## src/qadc_pkg.sv

```systemverilog
// constants, pin carrier and state type of the quad converter sequencer
`default_nettype none
package qadc_pkg;
  localparam int MCLK_NS = 50;
  localparam int CONV_NS = 2500;
  localparam int CONV_CYCLES = 15;
  localparam int INT_TICK_NS = CONV_NS / CONV_CYCLES;
  localparam int INT_TICK_RAW = INT_TICK_NS / MCLK_NS;
  localparam int INT_TICK_CYC = (INT_TICK_RAW < 1) ? 1 : INT_TICK_RAW;
  localparam logic [3:0] INT_DIV_LAST = 4'(INT_TICK_CYC - 1);
  localparam logic [3:0] CONV_LAST = 4'(CONV_CYCLES - 1);
  localparam int NCH = 4;
  localparam int RES_W = 14;
  localparam int IRQ_W = 3;
  localparam int IRQ_CONV = 0;
  localparam int IRQ_SEQ = 1;
  localparam int IRQ_OVR = 2;
  localparam logic [3:0] ADR_STATUS = 4'h0;
  localparam logic [3:0] ADR_MASK = 4'h4;
  localparam logic [3:0] ADR_CHSEL = 4'h8;
  localparam logic [3:0] ADR_STATE = 4'hC;
  localparam logic [3:0] CHSEL_RST = 4'hF;
  localparam logic [IRQ_W-1:0] MASK_RST = 3'h0;
  localparam logic [IRQ_W-1:0] STATUS_RST = 3'h0;

  typedef struct packed {
    logic convertStartN;
    logic deviceSelectN;
    logic readN;
    logic writeN;
    logic pin7;
    logic pin8;
    logic channel3Include;
    logic channel4Include;
    logic hwSwSelect;
    logic [3:0] dataLow;
  } qadc_pins_s;

  typedef enum logic {SEQ_IDLE, SEQ_CONV} qadc_seq_e;
endpackage
`default_nettype wire

```

## src/qadc_seq_host_port.sv

```systemverilog
// sequencer, host parallel port and wishbone interrupt registers of the quad converter
//
// What this block does
// - busy rises at the start edge and stays high until all chosen channels finish
// - first-result flag is high exactly while the output pointer selects result 1
// - start rising edge puts all four track/holds into hold and starts converting
// - channel selection is captured at the start edge and used for the sequence
// - bus reads and writes act only while device select is low
// - data outputs are enabled only while read strobe and device select are low
// - write strobe rising with select low and read high stores data bits 0-3
// - in software mode pin seven is the external conversion clock
// - each channel conversion takes exactly fifteen conversion clock cycles
// - in hardware mode pin seven is the include flag of channel 1
// - in software mode pin eight picks internal clock at 0, external at 1
// - in hardware mode pin eight is the include flag of channel 2
// - an include pin at 1 includes its channel, at 0 excludes it
// - hardware mode uses the include pins and internal clock, software mode the register
// - results are 14-bit two's complement with bit 13 the most significant
`timescale 1ns/1ns
`default_nettype none
module qadc_seq_host_port
  import qadc_pkg::*;
(
  input wire logic mclk,
  input wire logic rst,
  input wire logic cyc_i,
  input wire logic stb_i,
  input wire logic we_i,
  input wire logic [3:0] adr_i,
  input wire logic [31:0] dat_i,
  input wire logic [3:0] sel_i,
  output logic [31:0] dat_o,
  output logic ack_o,
  input wire qadc_pins_s pinsIn,
  input wire logic [RES_W-1:0] convResult,
  output logic [RES_W-1:0] dbOut,
  output logic dbOe,
  output logic busy,
  output logic firstResultFlag,
  output logic holdAll,
  output logic [1:0] convChannel,
  output logic irq
);

  ////////////////////////////////////////////////////////////////////////////
  // pin synchronisers: stage 1 feeds stage 2 only, stage 3 gives edges

  qadc_pins_s pinS1_r;
  qadc_pins_s pinS2_r;
  qadc_pins_s pinS3_r;

  always_ff @(posedge mclk or posedge rst) begin
    if (rst) begin
      pinS1_r <= '1;
      pinS2_r <= '1;
      pinS3_r <= '1;
    end else begin
      pinS1_r <= pinsIn;
      pinS2_r <= pinS1_r;
      pinS3_r <= pinS2_r;
    end
  end

  ////////////////////////////////////////////////////////////////////////////
  // state

  qadc_seq_e seqState_r;
  logic [NCH-1:0] pending_r;
  logic [NCH-1:0] chanSel_r;
  logic extClk_r;
  logic [3:0] divCnt_r;
  logic [3:0] tickCnt_r;
  logic [2:0] nResults_r;
  logic [1:0] readPtr_r;
  logic [RES_W-1:0] resultMem [NCH];
  logic [RES_W-1:0] dbOut_r;
  logic [IRQ_W-1:0] status_r;
  logic [IRQ_W-1:0] mask_r;
  logic ack_r;
  logic [31:0] rdData_r;

  ////////////////////////////////////////////////////////////////////////////
  // decode

  wire startEdge = pinS2_r.convertStartN & ~pinS3_r.convertStartN;
  wire idle = (seqState_r == SEQ_IDLE);
  // hardware mode takes the four include pins, software mode the register
  wire [NCH-1:0] hwSel = {pinS2_r.channel4Include, pinS2_r.channel3Include,
                          pinS2_r.pin8, pinS2_r.pin7};
  wire [NCH-1:0] startSel = pinS2_r.hwSwSelect ? chanSel_r : hwSel;
  wire startSeq = startEdge & idle & (startSel != 4'h0);
  wire overrun = startEdge & ~idle;
  wire startExt = pinS2_r.hwSwSelect & pinS2_r.pin8;

  wire extTick = pinS2_r.pin7 & ~pinS3_r.pin7;
  wire intTick = (divCnt_r == INT_DIV_LAST);
  wire tick = (seqState_r == SEQ_CONV) & (extClk_r ? extTick : intTick);
  wire convDone = tick & (tickCnt_r == CONV_LAST);

  // lowest pending channel converts first
  wire [NCH-1:0] curOne = pending_r & (~pending_r + 4'h1);
  wire [NCH-1:0] remaining = pending_r & ~curOne;
  wire seqDone = convDone & (remaining == 4'h0);
  wire [1:0] curCh = curOne[0] ? 2'h0 : curOne[1] ? 2'h1 : curOne[2] ? 2'h2 : 2'h3;

  wire selected = ~pinS2_r.deviceSelectN;
  wire readDone = pinS2_r.readN & ~pinS3_r.readN & selected;
  wire writeEdge = pinS2_r.writeN & ~pinS3_r.writeN & selected & pinS2_r.readN;
  wire [2:0] ptrInc = {1'b0, readPtr_r} + 3'h1;

  ////////////////////////////////////////////////////////////////////////////
  // conversion sequencer

  always_ff @(posedge mclk or posedge rst) begin
    if (rst) begin
      seqState_r <= SEQ_IDLE;
      pending_r <= 4'h0;
      extClk_r <= 1'b0;
      divCnt_r <= 4'h0;
      tickCnt_r <= 4'h0;
    end else begin
      unique case (seqState_r)
        SEQ_IDLE: begin
          divCnt_r <= 4'h0;
          tickCnt_r <= 4'h0;
          if (startSeq) begin
            seqState_r <= SEQ_CONV;
            pending_r <= startSel;
            extClk_r <= startExt;
          end
        end
        SEQ_CONV: begin
          // selection and clock-mode pins are not looked at here, so later changes wait for next start
          divCnt_r <= intTick ? 4'h0 : divCnt_r + 4'h1;
          if (tick) begin
            tickCnt_r <= convDone ? 4'h0 : tickCnt_r + 4'h1;
          end
          if (convDone) begin
            pending_r <= remaining;
            if (remaining == 4'h0) begin
              seqState_r <= SEQ_IDLE;
            end
          end
        end
      endcase
    end
  end

  ////////////////////////////////////////////////////////////////////////////
  // result store and output pointer

  always_ff @(posedge mclk or posedge rst) begin
    if (rst) begin
      nResults_r <= 3'h0;
      readPtr_r <= 2'h0;
      dbOut_r <= '0;
    end else begin
      dbOut_r <= resultMem[readPtr_r];
      if (startSeq) begin
        nResults_r <= 3'h0;
        readPtr_r <= 2'h0;
      end else begin
        if (convDone) begin
          nResults_r <= nResults_r + 3'h1;
        end
        if (readDone && nResults_r != 3'h0) begin
          readPtr_r <= (ptrInc == nResults_r) ? 2'h0 : ptrInc[1:0];
        end
      end
    end
  end

  always_ff @(posedge mclk) begin
    if (convDone) begin
      resultMem[nResults_r[1:0]] <= convResult;
    end
  end

  always_ff @(posedge mclk or posedge rst) begin
    if (rst) begin
      chanSel_r <= CHSEL_RST;
    end else if (writeEdge) begin
      chanSel_r <= pinS2_r.dataLow;
    end
  end

  assign busy = (seqState_r == SEQ_CONV);
  assign holdAll = (seqState_r == SEQ_CONV);
  assign convChannel = curCh;
  assign firstResultFlag = (readPtr_r == 2'h0);
  assign dbOe = selected & ~pinS2_r.readN;
  assign dbOut = dbOut_r;

  ////////////////////////////////////////////////////////////////////////////
  // wishbone slave and interrupt registers

  wire wbReq = cyc_i & stb_i;
  wire wbWrite = wbReq & we_i & ack_r & sel_i[0];
  wire [IRQ_W-1:0] irqSet = {overrun, seqDone, convDone};
  wire [IRQ_W-1:0] irqClr = (wbWrite && adr_i == ADR_STATUS) ? dat_i[IRQ_W-1:0] : 3'h0;
  wire [31:0] stateWord = {23'h0, nResults_r, readPtr_r, extClk_r, pinS2_r.hwSwSelect,
                           1'h0, busy};
  wire [31:0] rdMux = (adr_i == ADR_STATUS) ? {29'h0, status_r} :
                      (adr_i == ADR_MASK) ? {29'h0, mask_r} :
                      (adr_i == ADR_CHSEL) ? {28'h0, chanSel_r} :
                      (adr_i == ADR_STATE) ? stateWord : 32'h0;

  always_ff @(posedge mclk or posedge rst) begin
    if (rst) begin
      ack_r <= 1'b0;
      rdData_r <= 32'h0;
      status_r <= STATUS_RST;
      mask_r <= MASK_RST;
    end else begin
      ack_r <= wbReq & ~ack_r;
      rdData_r <= (wbReq & ~ack_r) ? rdMux : rdData_r;
      // a new event beats a clear in the same cycle
      status_r <= (status_r & ~irqClr) | irqSet;
      if (wbWrite && adr_i == ADR_MASK) begin
        mask_r <= dat_i[IRQ_W-1:0];
      end
    end
  end

  assign ack_o = ack_r;
  assign dat_o = rdData_r;
  assign irq = |(status_r & mask_r);
endmodule
`default_nettype wire

```

## config.mk

```make
export PLATFORM = sky130hd
export DESIGN_NAME = qadc_seq_host_port
export DESIGN_NICKNAME = d
export VERILOG_FILES = /design/src/qadc_pkg.sv /design/src/qadc_seq_host_port.sv
export SDC_FILE = /design/constraint.sdc
export NUM_CORES = 1
export LEC_CHECK = 0
export BUFFER_PORTS_ARGS = -buffer_cell sky130_fd_sc_hd__buf_2
export CAP_MARGIN = 10
export CELL_PAD_IN_SITES_DETAIL_PLACEMENT = 0
export CELL_PAD_IN_SITES_GLOBAL_PLACEMENT = 1
export CORE_MARGIN = 10
export CORE_UTILIZATION = 40
export CTS_BUF_LIST = sky130_fd_sc_hd__clkbuf_2
export DETAILED_ROUTE_END_ITERATION = 8
export PLACE_DENSITY_LB_ADDON = 0.1
export SLEW_MARGIN = 0
export SYNTH_ARGS = -nofsm -noshare
export SYNTH_HDL_FRONTEND = slang
export SYNTH_SLANG_ARGS = --single-unit
```

## constraint.sdc

```tcl
create_clock -name mclk -period 3.6 [get_ports mclk]
set_input_delay 0.72 -clock mclk [delete_from_list [all_inputs] [get_ports mclk]]
set_output_delay 0.72 -clock mclk [all_outputs]
set_load 0.02 [all_outputs]
```

==> results of run 1 <==
## metal layers
metal  GRT usage  routed length, um  vias up
met1       0.147               4800     1508
met3      0.0451                824        8
met5           0                  0        -
met2       0.184               4800       85
li1            -                  -     1388
met4      0.0373                 99        0
## cell usage after synthesis (3+ instances only)
cell type	instances
clkbuf_1	6
nand3_1	3
nand3b_1	3
dfrtp_1	49
nor2_1	13
ha_1	10
or3_1	4
a21boi_1	4
a21oi_1	5
a22o_1	8
xnor2_1	4
mux2i_1	8
o21ai_0	11
and2_1	4
dfstp_2	34
buf_4	24
nor3_1	3
or2_2	3
mux4_2	16
edfxtp_1	56
inv_1	16
mux2_2	7
nand2_1	19
buf_2	3
## power by group through the flow
stage	logic (mW)	registers, mW	clock network [mW]
4_1_cts	0.363	1.85	1.04
6_report	0.357	1.85	1.01
2_1_floorplan	0.285	1.85	0
3_3_place_gp	0.353	1.88	0
3_5_place_dp	0.361	1.88	0
5_1_grt	0.405	1.87	1.12
## cell families (layout without fill, tap and decap cells)
logic type,count (synthesis),after routing,synth area share
AOI/OAI and AO/OA,42,42,0.0532
xor gates and xnor gates,6,6,0.00964
adders and majority gates,10,10,0.0230
buffers and inverters,50,132,0.0530
DFF,139,139,0.697
muxes,31,31,0.0953
other,1,23,0.000688
and+or+nand+nor,68,68,0.0679
## worst paths after layout
| path | from | endpoint | cells past startpoint |
|---|---|---|---|
| worst max-delay path | readPtr_r[0]$_DFFE_PP0P_ | firstResultFlag | 3 |
| worst min-delay path | pinsIn[0] | pinS1_r[0]$_DFF_PP1_ | 1 |
| worst min register to register | pinS1_r[9]$_DFF_PP1_ | pinS2_r[9]$_DFF_PP1_ | 0 |
| min in group asynchronous | rst | dbOut[10]$_DFF_PP0_ | 3 |
| max in group asynchronous | rst | hwSel[0]$_DFF_PP1_ | 4 |
| worst max register to register | divCnt_r[0]$_DFF_PP0_ | resultMem[1][11]$_DFFE_PP_ | 6 |
## repair_timing
action	CTS	global route
setup endpoints to repair	0	0
hold buffers	1	5
endpoints found under the hold margin	5	5
## sequential cells by signal, indices dropped and copies added (netlist names)
signal      cells
chanSel_r       4
dat_o           9
ack_o           1
readPtr_r       2
pinS1_r        13
dbOut          14
hwSel           4
pending_r       4
divCnt_r        4
mask_r          3
pinS3_r         4
extClk_r        1
nResults_r      3
busy            1
tickCnt_r       4
resultMem      56
status_r        3
pinS2_r         9
## area by class of cell
class                           instances  area share
Inverter                               16     0.00977
Tap cell                              176      0.0351
Clock inverter                         13      0.0275
Multi-Input combinational cell        180       0.230
Timing Repair Buffer                   84      0.0769
Sequential cell                       139       0.606
Clock buffer                           19      0.0151
## placed cells by master (no fill, tap or decap), drive strengths merged, types with 6 or more instances in the layout
cell          n
mux2i         8
clkinv        7
dfstp        34
nor2         13
mux4         16
mux2          7
dfrtp        49
conb         23
edfxtp       56
a22o          8
ha           10
inv          17
nand2        19
clkbuf       19
o21ai        12
dlygate4sd3   6
buf          78
## critical path, delay by kind of cell, from the launching register on
| kind | cells | cell delay, ns |
|---|---|---|
| buf+inv | 2 | 0.27 |
| fa+ha+maj | 1 | 0.25 |
| flops | 1 | 0.82 |
==> out/metrics.yaml, run 1 <==
timing:
  setup_ws_ns: 0.882
  finalCritPeriodShare: 0.755
  finalMaxSlewViolations: 0
  holdWs_ns: 0.128
  fmax_ghz: 0.368
  skew_ns: 0.0234
  rsz0062_at_grt: "no"
  hold_viol: 0
  tightest_slew_ns: 0.741
  setup_viol: 0
  fin_crit_ns: 2.72
  setup_tns_ns: 0
  slew_headroom: 0.499
detailed_routing:
  wirelength_mm: 10.5
  drc: 0
  dr.pass1.iters: 4
  drtIter0Drc: 170
  wl_per_cell_um: 16.8
  antenna_left: 0
  vias_per_cell: 4.77
  num_vias: 2989
power_and_ir_drop:
  switchingPower_mw: 0.844
  leakagePower_nw: 2.61
  p_total_mw: 3.21
  p_comb_frac: 0.111
  swShare: 0.263
  pwr-share-seq: 0.576
  ir_worst_vdd_mv: 0.338
  power_density_mw_per_mm2: 512
  internal_power_mw: 2.37
  power_frac_clock: 0.313
die:
  num_rows: 42
  boundaryPins: 126
  start_util: 0.410
  die_y_um: 137
  die_area_mm2: 0.0187
  core_area_mm2: 0.0133
  die_w_um: 137
clock_network:
  cts_setup_buffers: 0
  clock_sinks: 139
  path_clk_slew_ns: 0.18
  cts_root_buf: "clkbuf_2"
  cts_tree: "built"
  clock_latency_ns: 0.68
  cts-resized-gates: 0
  htree_levels: 4
  cts-buffers-inserted: 17
  cts_buffer_depth: 2
finish:
  finalNetCount: 520
  multi_input_area_mm2: 0.00144
  antennaDiodeCount: 0
  regArea_mm2: 0.00380
  syn2layout_area_growth_pct: 15.1
  fillers: 1203
  stdcell_area_mm2: 0.00628
  drive_gt1_frac: 0.386
  layout.cells.non_filler: 627
  finish.utilization: 0.472
worst_setup_path:
  endpoint_kind: "output pin"
  crit_required_ns: 2.88
  path_cells: "inv_1 > ha_1 > buf_2"
  arrival_ns: 2.00
  max_stage_delay_ns: 0.82
  cp_max_fo: 11
  r2r_slack_ns: 1.25
  worstSetupStartpointType: "flip-flop"
  path_class: "flip-flop to output pin"
  crit_slowest_cell: "dfrtp_1"
grt:
  grtUsageTotal: 0.118
  grt_pass1_wl_mm: 16.8
  grt_overflow: 0
  grt_max_degree: 79
  first_global_vias: 3131
  antenna_found_initial: 0
yosys:
  synth.top_cell.area_share: 0.308
  netlist_area_mm2: 0.00545
  synth_edf_count: 56
  yosysTopAreaCell: "edfxtp_1"
  synth_seq_area_share: 0.697
  ys_ff_latch: 139
  syn_inst: 347
  ys_types: 52
  synth_ff_type: "edfxtp_1"
  synthArstFlopShare: 0.597
  synth.area.top_cells: "edfxtp_1, dfrtp_1, dfstp_2"
  syn_avg_cell_area_um2: 15.7
  yosysWarningCount: 0
place:
  dp_slack_ns: 1.23
  dp.cells: 589
  port_buffers: 70
  hpwl_mm: 7.23
  dpl_cell_area_mm2: 0.00595
  globalplace.congestion: 0.757
outcome:
  status: "completed"
job:
  cap_violations: 0
worst_hold_path:
  hp-class: "input pin to flip-flop"
(Power assumes the default switching activity.)
==> run 2: changes to the inputs <==
Clock period 3.6 ns to 2.25 ns, I/O delays scaled along.
==> run 2 against run 1 <==
Sequential share of layout area shrank 3.4 points. Via count increased by 4.1%. Sequential cell count is the same. Hold slack improved by 0.072 ns. Critical path depth stayed put. Global-route usage increased by 0.71 points. Core utilization rose by 2.9 points.
==> out/metrics.yaml, run 2 (synthesized netlist as in run 1, its figures left out) <==
power_and_ir_drop:
  p_comb_frac: 0.120  # +0.009
  switchingPower_mw: 1.35  # +60%
  p_total_mw: 5.17  # +61%
  swShare: 0.261  # -0.00201
  pwr-share-seq: 0.571  # -0.005
  internal_power_mw: 3.82  # +62%
  ir_worst_vdd_mv: 0.480  # +42%
  power_frac_clock: 0.309  # -0.004
  leakagePower_nw: 2.75  # +5.2%
  power_density_mw_per_mm2: 777  # +52%
clock_network:
  htree_levels: 4  # unchanged
  path_clk_slew_ns: 0.20  # +0.02 ns
  cts_root_buf: "clkbuf_2"
  cts-buffers-inserted: 17  # unchanged
  cts_buffer_depth: 2  # unchanged
  clock_latency_ns: 0.69  # about the same
  clock_sinks: 139  # unchanged
  cts_tree: "built"
place:
  dpl_cell_area_mm2: 0.00604  # +1.6%
  port_buffers: 70  # unchanged
  hpwl_mm: 7.31  # +1.1%
  globalplace.congestion: 0.738  # -2.6%
detailed_routing:
  num_vias: 3111  # +4.1%
  dr.pass1.iters: 4  # unchanged
  wirelength_mm: 10.9  # +3.5%
  antenna_left: 0  # unchanged
  vias_per_cell: 4.71  # -1.1%
  drtIter0Drc: 119  # -30%
  wl_per_cell_um: 16.5  # -1.7%
  drc: 0  # unchanged
grt:
  grtUsageTotal: 0.125  # +0.00707
  grt_pass1_wl_mm: 17.6  # +5.1%
  grt_max_degree: 84  # +6.3%
  first_global_vias: 3304  # +5.5%
  grt_overflow: 0  # unchanged
  antenna_found_initial: 1  # +1
worst_setup_path:
  path_cells: "a222oi_1 > inv_1 > buf_2"
  arrival_ns: 1.73  # -0.27 ns
  crit_slowest_cell: "dfrtp_1"
  endpoint_kind: "output pin"
  crit_required_ns: 1.80  # -1.08 ns
  max_stage_delay_ns: 0.43  # -0.39 ns
  worstSetupStartpointType: "flip-flop"
  cp_max_fo: 3  # -8
  path_class: "flip-flop to output pin"
timing:
  finalCritPeriodShare: 0.969
  finalMaxSlewViolations: 0  # unchanged
  setup_viol: 0  # unchanged
  fmax_ghz: 0.459
  skew_ns: 0.0205  # -0.00296 ns
  fin_crit_ns: 2.18
  rsz0062_at_grt: "yes"
  hold_viol: 0  # unchanged
  setup_tns_ns: 0  # unchanged
finish:
  final_cell_mix: "buf_2, edfxtp_1, dfrtp_1"
  finalNetCount: 552  # +6.2%
  mostFrequentLayoutCell: "buf_2"
  largest_reg_flops: 56  # unchanged
  drive_gt1_frac: 0.375  # -0.0111
  finish.utilization: 0.501  # +0.0285
  syn2layout_area_growth_pct: 22.1
  stdcell_area_mm2: 0.00666  # +6.0%
die:
  boundaryPins: 126  # unchanged
  die_y_um: 137  # unchanged
  core_area_mm2: 0.0133  # unchanged
  num_rows: 42  # unchanged
  die_area_mm2: 0.0187  # unchanged
  start_util: 0.410  # unchanged
  die_w_um: 137  # unchanged
worst_hold_path:
  hp-class: "input pin to flip-flop"
job:
  cap_violations: 0  # unchanged
outcome:
  status: "completed"
-- run 2: area by class of cell --
class / instances / area, um^2
antenna: 1 / 2.50
clock buffer: 19 / 95.1
clock inverter: 13 / 174
fill: 1196 / 6640
inverter: 16 / 63.8
multi-input combinational: 180 / 1450
sequential: 139 / 3800
tap: 176 / 220
timing repair buffer: 116 / 843
-- run 2: metrics by stage --
step,setup slack [ns],std cells,hold WS [ns]
after global routing,-0.132,660,0.151
after global placement,0.240,593,0.346
after CTS,-0.0715,659,0.104
after floorplan,0.0430,369,0.345
final,0.0695,660,0.200
after detailed placement,0.216,593,0.347
-- run 2: metal layers --
metal  wire length, um  GRT usage  vias up
li1                  -          -     1464
met2              5100      0.193       93
met3               820     0.0414       12
met1              4800      0.153     1542
met4               167     0.0633        0
met5                 0          0        -
-- run 2: what timing repair did --
action | CTS | global route
cloned | 0 | 0
buffers inserted | 0 | 0
setup endpoints to repair | 1 | 3
hold endpoints to repair | 125 | 0
hold buffers | 34 | 0
gates resized for setup | 0 | 2
-- run 2: power by group through the flow --
stage                     combinational [mW]  clock (mW)  sequential (mW)
after global placement                 0.574           0             3.00
after global routing                   0.707        1.78             2.99
after detailed placement               0.583           0             3.01
after floorplan                        0.457           0             2.96
after CTS                              0.630        1.67             2.96
final                                  0.621        1.60             2.95
-- run 2: final timing paths --
path	from	endpoint	slack, ns	cells after the start
setup reg to reg	divCnt_r[0]$_DFF_PP0_	resultMem[1][10]$_DFFE_PP_	0.19	6
hold reg to reg	pinS1_r[5]$_DFF_PP1_	hwSel[3]$_DFF_PP1_	0.36	0
max in group asynchronous	rst	pinS1_r[12]$_DFF_PP1_	1.48	4
setup / recovery	status_r[1]$_DFF_PP0_	irq	0.07	3
min in group asynchronous	rst	dbOut[8]$_DFF_PP0_	0.41	4
hold / removal	adr_i[2]	dat_o[3]$_DFFE_PP0P_	0.20	3
-- run 2: worst max-delay path, delay by kind of cell, from the launching register on --
| kind | cells | cell delay (ns) |
|---|---|---|
| AOI/OAI and AO/OA | 1 | 0.38 |
| buffers and inverters | 2 | 0.25 |
| DFF | 1 | 0.43 |
==> run 3: changes to the inputs <==
Settings changed: CTS_BUF_LIST sky130_fd_sc_hd__clkbuf_2 to default.
==> run 3 against run 2 <==
Register-to-register slack improved by 0.02 ns. Via count is 3.8% lower. Critical path type is now flip-flop to flip-flop. Cell area increased by 0.11%. Critical endpoint is now resultMem[1][9]$_DFFE_PP_. Count of clock-buffer cells in the layout is 3 higher.
==> out/metrics.yaml, run 3 (synthesized netlist as in run 1, its figures left out) <==
outcome:
  status: "completed"
detailed_routing:
  wirelength_mm: 10.8  # -0.60%
  wl_per_cell_um: 17.3  # +5.0%
  drtIter0Drc: 118  # -0.84%
  dr.pass1.iters: 4  # unchanged
  num_vias: 2992  # -3.8%
  antenna_left: 0  # unchanged
  vias_per_cell: 4.79  # +1.6%
  drc: 0  # unchanged
power_and_ir_drop:
  power_density_mw_per_mm2: 963  # +24%
  pwr-share-seq: 0.461  # -0.110
  switchingPower_mw: 1.50  # +11%
  ir_worst_vdd_mv: 0.588  # +23%
  p_comb_frac: 0.090  # -0.030
  power_frac_clock: 0.449  # +0.140
  internal_power_mw: 4.92  # +29%
  swShare: 0.233  # -0.0278
  leakagePower_nw: 2.75  # about the same
finish:
  layout.cells.non_filler: 625  # -5.3%
  drive_gt1_frac: 0.396  # +0.0217
  finalNetCount: 518  # -6.2%
  antennaDiodeCount: 0  # -1
  multi_input_area_mm2: 0.00145  # unchanged
  regArea_mm2: 0.00380  # about the same
  fillers: 1168  # -2.3%
  final_cell_mix: "buf_2, edfxtp_1, dfrtp_1"
  mostFrequentLayoutCell: "buf_2"
  largest_reg_flops: 56  # unchanged
  syn2layout_area_growth_pct: 22.2
timing:
  rsz0062_at_grt: "no"
  hold_viol: 0  # unchanged
  setup_tns_ns: 0  # unchanged
  fin_crit_ns: 2.04  # -0.136 ns
  setup_viol: 0  # unchanged
  finalMaxSlewViolations: 0  # unchanged
  holdWs_ns: 0.130  # -0.0700 ns
  fmax_ghz: 0.489  # +6.6%
  skew_ns: 0.00517  # -0.0153 ns
  setup_ws_ns: 0.205  # +0.136 ns
  finalCritPeriodShare: 0.909  # -0.0603
grt:
  first_global_vias: 3200  # -3.1%
  grt_overflow: 0  # unchanged
  antenna_found_initial: 0  # -1
  grt_max_degree: 84  # unchanged
  grtUsageTotal: 0.123  # -0.00208
  grt_pass1_wl_mm: 17.2  # -2.5%
clock_network:
  cts_buffer_depth: 2  # unchanged
  cts_tree: "built"
  cts-resized-gates: 0  # unchanged
  path_clk_slew_ns: 0.05  # -0.15 ns
  cts_root_buf: "clkbuf_16"
  clock_latency_ns: 0.42  # -0.27 ns
  clock_sinks: 139  # unchanged
  htree_levels: 4  # unchanged
  cts-buffers-inserted: 17  # unchanged
  ctsHoldBuffers: 0  # -100%
  cts_setup_buffers: 0  # unchanged
worst_setup_path:
  endpoint_kind: "flip-flop"
  crit_buf_inv: 2  # unchanged
  path_cells: "inv_1 > ha_1 > or4b_4 > a21oi_1 > and2_1 > buf_12"
  path_class: "flip-flop to flip-flop"
  worstSetupStartpointType: "flip-flop"
  crit_slowest_cell: "or4b_4"
  max_stage_delay_ns: 0.51  # +0.08 ns
  crit_required_ns: 2.38  # +0.58 ns
  path_delay_family: "simple AND/OR/NAND/NOR gates"
  cp_max_fo: 14  # +11
  arrival_ns: 2.17  # +0.44 ns
die:
  die_w_um: 137  # unchanged
  boundaryPins: 126  # unchanged
  num_rows: 42  # unchanged
  die_area_mm2: 0.0187  # unchanged
  die_y_um: 137  # unchanged
  core_area_mm2: 0.0133  # unchanged
  start_util: 0.410  # unchanged
place:
  hpwl_mm: 7.31  # unchanged
  dp_slack_ns: 0.216  # unchanged
  port_buffers: 70  # unchanged
  globalplace.congestion: 0.738  # unchanged
  dp.cells: 593  # unchanged
worst_hold_path:
  hp-class: "input pin to flip-flop"
job:
  cap_violations: 0  # unchanged
run 3: through the flow:
step | util | power [mW] | area (um^2)
2_1_floorplan | - | 3.42 | 5540
3_3_place_gp | 0.454 | 3.58 | 6040
3_5_place_dp | 0.454 | 3.59 | 6040
4_1_cts | 0.501 | 6.50 | 6660
5_1_grt | 0.501 | 6.72 | 6660
6_report | 0.501 | 6.42 | 6660
run 3: power groups by stage:
| stage | logic [mW] | clock network, mW | registers (mW) |
|---|---|---|---|
| global route | 0.659 | 3.08 | 2.99 |
| CTS | 0.587 | 2.95 | 2.96 |
| floorplan | 0.457 | 0 | 2.96 |
| detailed placement | 0.583 | 0 | 3.01 |
| finish | 0.577 | 2.88 | 2.96 |
| global placement | 0.574 | 0 | 3.00 |
run 3: final cells by class:
class / instances / share of cell area
Multi-Input combinational cell: 180 / 0.218
Sequential cell: 139 / 0.570
Tap cell: 176 / 0.0330
Inverter: 16 / 0.00958
Timing Repair Buffer: 82 / 0.0755
Clock buffer: 22 / 0.0729
Clock inverter: 10 / 0.0205
run 3: path summary, 6_finish.rpt:
path,from,endpoint,slack (ns),cells after the start
max,divCnt_r[0]$_DFF_PP0_,resultMem[1][9]$_DFFE_PP_,0.21,6
min,pinsIn[0],pinS1_r[0]$_DFF_PP1_,0.13,1
max reg2reg,divCnt_r[0]$_DFF_PP0_,resultMem[1][9]$_DFFE_PP_,0.21,6
min reg2reg,pinS1_r[8]$_DFF_PP1_,hwSel[0]$_DFF_PP1_,0.35,0
max in group asynchronous,rst,pinS3_r[12]$_DFF_PP1_,1.72,3
min in group asynchronous,rst,dbOut[9]$_DFF_PP0_,0.17,3
run 3: per-layer routing:
layer  global-route usage  routed length, um  vias to the layer above
met3               0.0480                815                       18
met2                0.186               4990                       91
met1                0.152               4830                     1488
met5                    0                  0                        -
met4               0.0544                184                        0
li1                     -                  -                     1395
